### src/include/bchr_pkg.sv
// ----------------------------------------------------------------------------
// Bridge configuration header registers: shared constants
// ----------------------------------------------------------------------------
package bchr_pkg;

    // ------------------------------------------------------------------------
    // Bus widths
    // ------------------------------------------------------------------------
    localparam int BCHR_ADDR_W = 8;
    localparam int BCHR_DATA_W = 32;
    localparam int BCHR_EVT_N  = 3;

    // ------------------------------------------------------------------------
    // Register byte offsets
    // ------------------------------------------------------------------------
    localparam logic [7:0] OFS_IO_WINDOW_BASE_UPPER  = 8'h30;
    localparam logic [7:0] OFS_IO_WINDOW_LIMIT_UPPER = 8'h32;
    localparam logic [7:0] OFS_CAPABILITY_LIST_HEAD  = 8'h34;
    localparam logic [7:0] OFS_OPTION_ROM_BASE       = 8'h38;
    localparam logic [7:0] OFS_IRQ_ROUTING_LINE      = 8'h3c;
    localparam logic [7:0] OFS_IRQ_PIN_SELECT        = 8'h3d;
    localparam logic [7:0] OFS_BRIDGE_CONTROL        = 8'h3e;
    localparam logic [7:0] OFS_EVT_STATUS            = 8'h80;
    localparam logic [7:0] OFS_EVT_CLEAR             = 8'h84;
    localparam logic [7:0] OFS_EVT_ENABLE            = 8'h88;

    // ------------------------------------------------------------------------
    // Values after reset and fixed values
    // ------------------------------------------------------------------------
    localparam logic [15:0] RST_IO_BASE_HIGH_HALF  = 16'hffff;
    localparam logic [15:0] RST_IO_LIMIT_HIGH_HALF = 16'h0000;
    localparam logic [7:0]  VAL_CAPABILITY_LIST    = 8'h40;
    localparam logic [31:0] VAL_OPTION_ROM_ADDRESS = 32'h0000_0000;
    localparam logic [7:0]  RST_IRQ_LINE_VALUE     = 8'h00;
    localparam logic [7:0]  RST_IRQ_PIN_VALUE      = 8'h00;
    localparam logic        RST_CTRL_BIT           = 1'b0;
    localparam logic [2:0]  RST_EVT                = 3'h0;

    // ------------------------------------------------------------------------
    // Bridge control field positions
    // ------------------------------------------------------------------------
    localparam int BC_POISON_RESPONSE_ENABLE = 0;
    localparam int BC_ERROR_FORWARD_ENABLE   = 1;
    localparam int BC_ISA_ADDRESSING_ENABLE  = 2;
    localparam int BC_VGA_FORWARD_ENABLE     = 3;
    localparam int BC_SECONDARY_HOT_RESET    = 6;

    // ------------------------------------------------------------------------
    // Event bit positions in status, clear and enable
    // ------------------------------------------------------------------------
    localparam int EVT_POISON    = 0;
    localparam int EVT_ERR_FWD   = 1;
    localparam int EVT_HOT_RESET = 2;

endpackage : bchr_pkg

### src/bchr_regs.sv
`timescale 1ns/1ps
// ----------------------------------------------------------------------------
// ----------------------------------------------------------------------------
module bchr_regs
    import bchr_pkg::*;
#(
    parameter int ADDR_W = BCHR_ADDR_W
)
(
    // Clock and reset
    input  wire logic              clk_sys,
    input  wire logic              resetn,
    // Register port
    input  wire logic [ADDR_W-1:0] reg_addr,
    input  wire logic [31:0]       reg_wdata,
    input  wire logic              reg_wr,
    input  wire logic              reg_rd,
    output logic      [31:0]       reg_rdata,
    // Core status inputs
    input  wire logic              io_wide_addressing_flag,
    input  wire logic              cmd_serr_enable,
    input  wire logic              devctl_err_report_enable,
    // Secondary side events
    input  wire logic              sec_poison_seen,
    input  wire logic              sec_err_cor,
    input  wire logic              sec_err_nonfatal,
    input  wire logic              sec_err_fatal,
    // Window and control outputs
    output logic      [15:0]       io_base_high_half,
    output logic      [15:0]       io_limit_high_half,
    output logic                   vga_forward_enable,
    output logic                   secondary_hot_reset,
    // Primary side reports
    output logic                   poison_report,
    output logic                   fwd_err_cor,
    output logic                   fwd_err_nonfatal,
    output logic                   fwd_err_fatal,
    // Interrupt
    output logic                   irq
);

    // ------------------------------------------------------------------------
    // Elaboration check
    // ------------------------------------------------------------------------
    generate
        if (ADDR_W < 8)
        begin : g_bad_addr
            $error("bchr_regs: ADDR_W must be at least 8");
        end
    endgenerate

    // ------------------------------------------------------------------------
    // State
    // ------------------------------------------------------------------------
    typedef struct packed {
        logic [15:0] base_hi;
        logic [15:0] limit_hi;
        logic [7:0]  line;
        logic [7:0]  pin;
        logic        poison_en;
        logic        fwd_en;
        logic        vga_en;
        logic        hot_rst;
        logic [2:0]  evt_en;
        logic [31:0] rdata;
        logic [15:0] base_out;
        logic [15:0] limit_out;
        logic        poison_rpt;
        logic        f_cor;
        logic        f_nf;
        logic        f_fat;
        logic        irq;
    } bchr_st_s;

    localparam bchr_st_s ST_RST = '{
        base_hi:    RST_IO_BASE_HIGH_HALF,
        limit_hi:   RST_IO_LIMIT_HIGH_HALF,
        line:       RST_IRQ_LINE_VALUE,
        pin:        RST_IRQ_PIN_VALUE,
        poison_en:  RST_CTRL_BIT,
        fwd_en:     RST_CTRL_BIT,
        vga_en:     RST_CTRL_BIT,
        hot_rst:    RST_CTRL_BIT,
        evt_en:     RST_EVT,
        rdata:      32'h0000_0000,
        base_out:   16'h0000,
        limit_out:  16'h0000,
        poison_rpt: 1'b0,
        f_cor:      1'b0,
        f_nf:       1'b0,
        f_fat:      1'b0,
        irq:        1'b0
    };

    bchr_st_s        st_r;
    bchr_st_s        st_nxt;
    logic [7:0]      addr8;
    logic            fwd_ok;
    logic [2:0]      evt_set;
    logic [2:0]      evt_clr;
    logic [2:0]      evt_sts;
    logic [15:0]     ctrl_view;

    assign addr8 = reg_addr[7:0];

    // ------------------------------------------------------------------------
    // Event sources
    // ------------------------------------------------------------------------
    // error reporting gate
    // Forwarding needs both the control bit and a primary-side enable
    assign fwd_ok = st_r.fwd_en && (cmd_serr_enable || devctl_err_report_enable);

    // hot reset event
    // Event on the write that raises the hot reset bit, not while it stays high
    always_comb
    begin
        evt_set                = '0;
        evt_set[EVT_POISON]    = sec_poison_seen && st_r.poison_en;
        evt_set[EVT_ERR_FWD]   = fwd_ok && (sec_err_cor || sec_err_nonfatal || sec_err_fatal);
        evt_set[EVT_HOT_RESET] = st_nxt.hot_rst && !st_r.hot_rst;
    end

    // Write one to clear; a clear never hides an event of the same cycle
    assign evt_clr = (reg_wr && addr8 == OFS_EVT_CLEAR) ? reg_wdata[2:0] : 3'h0;

    bchr_sticky #(
        .W (BCHR_EVT_N)
    ) u_sticky (
        .clk_sys (clk_sys),
        .resetn  (resetn),
        .set     (evt_set),
        .clr     (evt_clr),
        .flags   (evt_sts)
    );

    // reserved zero
    // Only implemented control bits appear; the rest are constant zero
    always_comb
    begin
        ctrl_view                            = 16'h0000;
        ctrl_view[BC_POISON_RESPONSE_ENABLE] = st_r.poison_en;
        ctrl_view[BC_ERROR_FORWARD_ENABLE]   = st_r.fwd_en;
        ctrl_view[BC_VGA_FORWARD_ENABLE]     = st_r.vga_en;
        ctrl_view[BC_SECONDARY_HOT_RESET]    = st_r.hot_rst;
    end

    // ------------------------------------------------------------------------
    // Next state
    // ------------------------------------------------------------------------
    // Writes, read mux and registered outputs
    always_comb
    begin
        st_nxt = st_r;
        if (reg_wr)
        begin
            unique case (addr8)
                OFS_IO_WINDOW_BASE_UPPER:
                begin
                    if (io_wide_addressing_flag)
                    begin
                        st_nxt.base_hi = reg_wdata[15:0];
                    end
                end
                OFS_IO_WINDOW_LIMIT_UPPER:
                begin
                    if (io_wide_addressing_flag)
                    begin
                        st_nxt.limit_hi = reg_wdata[15:0];
                    end
                end
                OFS_IRQ_ROUTING_LINE: st_nxt.line = reg_wdata[7:0];
                OFS_IRQ_PIN_SELECT:   st_nxt.pin  = reg_wdata[7:0];
                OFS_BRIDGE_CONTROL:
                begin
                    st_nxt.poison_en = reg_wdata[BC_POISON_RESPONSE_ENABLE];
                    st_nxt.fwd_en    = reg_wdata[BC_ERROR_FORWARD_ENABLE];
                    st_nxt.vga_en    = reg_wdata[BC_VGA_FORWARD_ENABLE];
                    st_nxt.hot_rst   = reg_wdata[BC_SECONDARY_HOT_RESET];
                end
                OFS_EVT_ENABLE:       st_nxt.evt_en = reg_wdata[2:0];
                default:              st_nxt.line   = st_r.line;
            endcase
        end

        // Read data stand only in the cycle after the strobe
        st_nxt.rdata = 32'h0000_0000;
        if (reg_rd)
        begin
            unique case (addr8)
                OFS_IO_WINDOW_BASE_UPPER:
                    st_nxt.rdata = io_wide_addressing_flag ? {16'h0000, st_r.base_hi} : '0;
                OFS_IO_WINDOW_LIMIT_UPPER:
                    st_nxt.rdata = io_wide_addressing_flag ? {16'h0000, st_r.limit_hi} : '0;
                OFS_CAPABILITY_LIST_HEAD: st_nxt.rdata = {24'h00_0000, VAL_CAPABILITY_LIST};
                OFS_OPTION_ROM_BASE:      st_nxt.rdata = VAL_OPTION_ROM_ADDRESS;
                OFS_IRQ_ROUTING_LINE:     st_nxt.rdata = {24'h00_0000, st_r.line};
                OFS_IRQ_PIN_SELECT:       st_nxt.rdata = {24'h00_0000, st_r.pin};
                OFS_BRIDGE_CONTROL:       st_nxt.rdata = {16'h0000, ctrl_view};
                OFS_EVT_STATUS:           st_nxt.rdata = {29'h0000_0000, evt_sts};
                OFS_EVT_ENABLE:           st_nxt.rdata = {29'h0000_0000, st_r.evt_en};
                default:                  st_nxt.rdata = 32'h0000_0000;
            endcase
        end

        // window halves masked
        // Mask the outputs but keep the stored value for when the flag returns
        st_nxt.base_out  = io_wide_addressing_flag ? st_r.base_hi : 16'h0000;
        st_nxt.limit_out = io_wide_addressing_flag ? st_r.limit_hi : 16'h0000;

        st_nxt.poison_rpt = sec_poison_seen && st_r.poison_en;
        st_nxt.f_cor = sec_err_cor && fwd_ok;
        st_nxt.f_nf  = sec_err_nonfatal && fwd_ok;
        st_nxt.f_fat = sec_err_fatal && fwd_ok;

        // Level interrupt; the pin select plays no part in it
        st_nxt.irq = |(evt_sts & st_r.evt_en);
    end

    // State register
    always_ff @(posedge clk_sys or negedge resetn)
    begin
        if (!resetn)
        begin
            st_r <= ST_RST;
        end
        else
        begin
            st_r <= st_nxt;
        end
    end

    // ------------------------------------------------------------------------
    // Outputs
    // ------------------------------------------------------------------------
    assign reg_rdata           = st_r.rdata;
    assign io_base_high_half   = st_r.base_out;
    assign io_limit_high_half  = st_r.limit_out;
    assign vga_forward_enable  = st_r.vga_en;
    assign secondary_hot_reset = st_r.hot_rst;
    assign poison_report       = st_r.poison_rpt;
    assign fwd_err_cor         = st_r.f_cor;
    assign fwd_err_nonfatal    = st_r.f_nf;
    assign fwd_err_fatal       = st_r.f_fat;
    assign irq                 = st_r.irq;

    // ------------------------------------------------------------------------
    // Checks
    // ------------------------------------------------------------------------
    a_iohi_narrow_zero: assert property (@(posedge clk_sys) disable iff (!resetn)
        (reg_rd && !io_wide_addressing_flag
            && (addr8 == OFS_IO_WINDOW_BASE_UPPER || addr8 == OFS_IO_WINDOW_LIMIT_UPPER))
        |=> (reg_rdata == 32'h0000_0000))
        else $error("narrow I/O upper half did not read zero");

    a_iohi_write_lock: assert property (@(posedge clk_sys) disable iff (!resetn)
        (reg_wr && !io_wide_addressing_flag
            && (addr8 == OFS_IO_WINDOW_BASE_UPPER || addr8 == OFS_IO_WINDOW_LIMIT_UPPER))
        |=> (st_r.base_hi == $past(st_r.base_hi) && st_r.limit_hi == $past(st_r.limit_hi)))
        else $error("locked I/O upper half took a write");

    a_capability_list_pointer_fixed: assert property (@(posedge clk_sys) disable iff (!resetn)
        (reg_rd && addr8 == OFS_CAPABILITY_LIST_HEAD) |=> (reg_rdata == 32'h0000_0040))
        else $error("capability pointer not 0x40");

    a_optrom_zero: assert property (@(posedge clk_sys) disable iff (!resetn)
        (reg_rd && addr8 == OFS_OPTION_ROM_BASE) |=> (reg_rdata == 32'h0000_0000))
        else $error("option ROM base not zero");

    a_line_readback: assert property (@(posedge clk_sys) disable iff (!resetn)
        (reg_wr && addr8 == OFS_IRQ_ROUTING_LINE)
        ##1 !(reg_wr && addr8 == OFS_IRQ_ROUTING_LINE)
        ##1 (reg_rd && addr8 == OFS_IRQ_ROUTING_LINE)
        |=> (reg_rdata == {24'h00_0000, $past(reg_wdata[7:0], 3)}))
        else $error("interrupt line readback mismatch");

    a_poison_gate: assert property (@(posedge clk_sys) disable iff (!resetn)
        sec_poison_seen |=> (poison_report == $past(st_r.poison_en)))
        else $error("poison report does not follow its enable");

    a_fwd_gate: assert property (@(posedge clk_sys) disable iff (!resetn)
        (sec_err_fatal || sec_err_cor)
        |=> ((fwd_err_fatal || fwd_err_cor) == $past(st_r.fwd_en
            && (cmd_serr_enable || devctl_err_report_enable))))
        else $error("error forwarding gate wrong");

    a_fwd_needs_rpt: assert property (@(posedge clk_sys) disable iff (!resetn)
        fwd_err_nonfatal |-> $past(cmd_serr_enable || devctl_err_report_enable))
        else $error("error forwarded without reporting enabled");

    a_isa_zero: assert property (@(posedge clk_sys) disable iff (!resetn)
        (reg_rd && addr8 == OFS_BRIDGE_CONTROL) |=> !reg_rdata[2])
        else $error("ISA enable bit read as one");

    a_vga_follow: assert property (@(posedge clk_sys) disable iff (!resetn)
        (reg_wr && addr8 == OFS_BRIDGE_CONTROL)
        |=> (vga_forward_enable == $past(reg_wdata[3])))
        else $error("VGA forwarding does not follow control bit");

    a_hot_reset_set: assert property (@(posedge clk_sys) disable iff (!resetn)
        (reg_wr && addr8 == OFS_BRIDGE_CONTROL && reg_wdata[6] && !secondary_hot_reset)
        |=> secondary_hot_reset ##1 (irq || !$past(st_r.evt_en[EVT_HOT_RESET])))
        else $error("hot reset not raised by control write");

    a_rsvd_zero: assert property (@(posedge clk_sys) disable iff (!resetn)
        (reg_rd && addr8 == OFS_BRIDGE_CONTROL)
        |=> (reg_rdata[5:4] == 2'b00 && reg_rdata[31:7] == '0))
        else $error("reserved control bits not zero");

    a_irq_level: assert property (@(posedge clk_sys) disable iff (!resetn)
        ##1 (irq == $past(|(evt_sts & st_r.evt_en))))
        else $error("interrupt does not track enabled status");

endmodule : bchr_regs

### src/bchr_sticky.sv
`timescale 1ns/1ps
// ----------------------------------------------------------------------------
// Sticky event flags, set wins over clear
// ----------------------------------------------------------------------------
module bchr_sticky
    import bchr_pkg::*;
#(
    parameter int W = BCHR_EVT_N
)
(
    // Clock and reset
    input  wire logic         clk_sys,
    input  wire logic         resetn,
    // Set and clear vectors
    input  wire logic [W-1:0] set,
    input  wire logic [W-1:0] clr,
    // Flags
    output logic      [W-1:0] flags
);

    typedef struct packed {
        logic [W-1:0] flg;
    } bchr_stk_s;

    bchr_stk_s st_r;
    bchr_stk_s st_nxt;

    // Set is applied last so a coincident event survives its clear
    always_comb
    begin
        st_nxt     = st_r;
        st_nxt.flg = (st_r.flg & ~clr) | set;
    end

    // State register
    always_ff @(posedge clk_sys or negedge resetn)
    begin
        if (!resetn)
        begin
            st_r.flg <= '0;
        end
        else
        begin
            st_r <= st_nxt;
        end
    end

    assign flags = st_r.flg;

    // A set in the same cycle as its clear leaves the flag set
    a_set_wins: assert property (@(posedge clk_sys) disable iff (!resetn)
        (set != '0) |=> ((flags & $past(set)) == $past(set)))
        else $error("sticky flag lost a set");

endmodule : bchr_sticky

### config.mk
export PLATFORM = sky130hd
export DESIGN_NAME = bchr_regs
export DESIGN_NICKNAME = d
export VERILOG_FILES = /design/src/include/bchr_pkg.sv /design/src/bchr_regs.sv /design/src/bchr_sticky.sv
export SDC_FILE = /design/constraint.sdc
export NUM_CORES = 1
export LEC_CHECK = 0
export BUFFER_PORTS_ARGS = -buffer_cell sky130_fd_sc_hd__clkbuf_2
export CAP_MARGIN = 20
export CORE_UTILIZATION = 55
export CTS_BUF_LIST = sky130_fd_sc_hd__clkbuf_2 sky130_fd_sc_hd__clkbuf_4 sky130_fd_sc_hd__clkbuf_8
export DETAILED_ROUTE_END_ITERATION = 16
export PLACE_DENSITY = 0.82
export SLEW_MARGIN = 20
export SYNTH_ARGS = -nofsm -noshare
export SYNTH_HDL_FRONTEND = slang
export SYNTH_SLANG_ARGS = --single-unit
### constraint.sdc
create_clock -name clk_sys -period 1.55 [get_ports clk_sys]
set_clock_uncertainty 0.15 [all_clocks]
set_input_delay 0.155 -clock clk_sys [delete_from_list [all_inputs] [get_ports clk_sys]]
set_output_delay 0.155 -clock clk_sys [all_outputs]
set_load 0.02 [all_outputs]
==> flow_summary.ini <==
[status]
status = finished clean

[floorplan]
io_pins = 122
dieHeight_um = 96.7
core.rowCount = 34
start_util_pct = 56.8
die_w_um = 96.7
die_area_mm2 = 0.00935
core-area_mm2 = 0.00868

[global_routing]
use_met3_pct = 5.64
grt_pass1_vias = 3337
antenna_found_initial = 0
grt_usage_pct = 22.2
met2_usage_pct = 35.5
grt_max_degree = 65
busiest_layer = met2
grt_remaining_overflow = 0
met1_usage_pct = 29.9
grt_pass1_wl_mm = 16.5

[yosys]
ys_seq_area_share_pct = 56.8
syn_inst = 391
syn-cell-area_mm2 = 0.00493
synth_warnings = 0
synth_edf_count = 0
async_flop_share_pct = 100
ys_seq_elements = 111
synth_flop_cell = dfrtp_1
syn_avg_cell_area_um2 = 12.6
synthDistinctLibCells = 43

[power_and_ir_drop]
p_total_mw = 5.35
p_per_area_mw_per_mm2 = 907
seq_power_share_pct = 57.0
p_int_mw = 4.04
clkPwrFrac_pct = 33.6
p_sw_mw = 1.31
power.leakage_nw = 2.99
swShare_pct = 24.6
ir_worst_vdd_v = 0.000493
pwr-share-comb_pct = 9.3

[clock_tree]
clk_path_buf_depth = 2
path_clk_slew_ns = 0.10
cts-root-buf = clkbuf_8
h-tree-depth = 3
cts-buffers-inserted = 9
cts_tree = yes
clk_latency_ns = 0.36
post-cts-setup-buffers = 0
clock_sinks = 111

[run]
drv_cap = 0

[finish]
design_area_mm2 = 0.00590
syn2layout_area_growth_pct = 19.7
diodes = 0
fill_cells = 603
final_nets = 542
layout-drive-gt1-share_pct = 44.4

[placement]
dp_hpwl_mm = 6.94
place_area_mm2 = 0.00546
gp_congestion = 0.881
port_buffers = 89

[timing]
setup-violations-final = 0
period_needed_ns = 1.44
hold_ws_ns = 0.0425
finalMaxSlewViolations = 0
hold_viol = 0
period_share_pct = 92.9
grt_setup_unrepaired = no
fmax_mhz = 694

[critical_path]
cp-endpoint = reg_rdata[2]$_DFF_PN0_
crit_type = reg -> reg
cp.arrival_ns = 1.57
end_kind = register
rrSetupSlack_ns = 0.11
required_ns = 1.68
worstPathMaxFanout = 3
rr_startpoint = st_r[71]$_DFFE_PN0P_
r2r_end = reg_rdata[2]$_DFF_PN0_
worst-r2r-cell-count = 5
cp-start-kind = register
startpoint = st_r[71]$_DFFE_PN0P_

[drt]
post-route-drc-count = 0
drtPass1Iterations = 4
wirelength_mm = 9.76
drt-initial-drc-count = 172
via_per_inst = 5.26
ant_nets = 0
via_count = 3179
wl_per_cell_um = 16.2

[worst_hold_path]
worstHoldPathType = in -> reg
-- worst max-delay path: stages (launching register included) --
cell	delay, ns
dfrtp_1	0.39
mux2i_1	0.09
nor3_1	0.18
a21oi_1	0.06
or3_1	0.30
a21oi_1	0.19
-- cell usage in the layout (no fill, tap or decap), drive strengths merged, types with 2 or more instances in the layout --
master       count
nor3b            2
a22oi            9
clkinvlp         2
nor4             3
a221oi           3
dfrtp           95
and2            37
a21oi            4
o21ai            9
conb            16
nor2            17
and3             3
nor2b            4
nor3             7
mux2            54
dlygate4sd3     22
inv              7
mux2i           11
nand2           14
o22ai            2
dfstp           16
clkbuf          98
a222oi           3
buf             43
-- power by group through the flow --
stage	Clock, mW	Combinational [mW]	Sequential, mW
2_1_floorplan	0	0.268	3.10
5_1_grt	1.97	0.543	3.07
3_3_place_gp	0	0.443	3.10
4_1_cts	1.85	0.502	3.05
3_5_place_dp	0	0.455	3.11
6_report	1.80	0.500	3.05
-- registers in the layout (all words and copies together), names as in the netlist --
signal	cells
poison_report	1
secondary_hot_reset	1
fwd_err_fatal	1
ctrl_view	2
fwd_err_cor	1
vga_forward_enable	1
io_base_high_half	16
irq	1
io_limit_high_half	16
st_r	51
reg_rdata	16
fwd_err_nonfatal	1
u_sticky.flags	3
-- metal layers --
layer / wire [µm] / part of all wire [%]
met5: 0 / 0
met4: 180 / 1.8
met3: 514 / 5.3
met2: 4900 / 50
met1: 4170 / 43
-- cell type report --
class | count | area (µm²) | area share [%]
Clock buffer | 10 | 138 | 2.33
Clock inverter | 6 | 76.3 | 1.29
Inverter | 4 | 15.0 | 0.254
Multi-Input combinational cell | 212 | 1690 | 28.7
Sequential cell | 111 | 2800 | 47.4
Tap cell | 108 | 135 | 2.29
Timing Repair Buffer | 153 | 1050 | 17.7
-- synthesized netlist by cell type, types with 2 or more instances --
library cell	count	area, µm²
buf_2	7	35.0
clkbuf_1	6	22.5
dfstp_2	16	420
and3_1	3	18.8
mux2_2	44	495
nor4_4	2	42.5
nor2b_1	4	25.0
nor2_1	17	63.8
and2_1	37	231
a22oi_1	9	67.6
mux2_1	10	113
a222oi_1	3	30.0
buf_4	65	488
inv_1	4	15.0
o21ai_0	8	40.0
nor3b_2	2	25.0
dfrtp_1	95	2380
a221oi_1	3	26.3
o22ai_1	2	12.5
nor3_1	6	30.0
nand2_1	13	48.8
a21oi_1	4	20.0
mux2i_1	11	110
-- how the worst min path moves through the flow --
| stage | start | endpoint | cells past startpoint |
|---|---|---|---|
| after global routing | cmd_serr_enable | fwd_err_fatal$_DFF_PN0_ | 3 |
| after CTS | cmd_serr_enable | fwd_err_cor$_DFF_PN0_ | 3 |
| final | cmd_serr_enable | fwd_err_fatal$_DFF_PN0_ | 3 |
| after global placement | resetn | fwd_err_nonfatal$_DFF_PN0_ | 1 |
| after floorplan | resetn | ctrl_view[0]$_DFFE_PN0P_ | 0 |
| after detailed placement | resetn | fwd_err_nonfatal$_DFF_PN0_ | 1 |
-- timing repair --
| action | in CTS | in global routing |
|---|---|---|
| setup endpoints to repair | 5 | 0 |
| resized for setup | 1 | 0 |
| hold endpoints to repair | 171 | 0 |
| hold buffers | 22 | 0 |
-- stage by stage --
stage / util [%] / TNS (ns) / worst slack, ns / cells
2_1_floorplan: - / -3.13 / -0.120 / 406
3_3_place_gp: 62.9 / -12.12 / -0.251 / 566
3_5_place_dp: 62.9 / -16.69 / -0.364 / 566
4_1_cts: 68.0 / 0 / 0.127 / 604
5_1_grt: 68.0 / 0 / 0.00458 / 604
6_report: 68.0 / 0 / 0.110 / 604
-- cells by family (layout without fill, tap and decap cells) --
group | after synthesis | after routing | synth area share (%)
mux | 65 | 65 | 14.6
simple gates | 95 | 95 | 11.9
compound gates | 36 | 36 | 5.10
flops | 111 | 111 | 56.8
buf+inv | 83 | 173 | 11.6
other cells | 1 | 16 | 0.0761
Note: power is estimated with default switching activity, not from simulation.
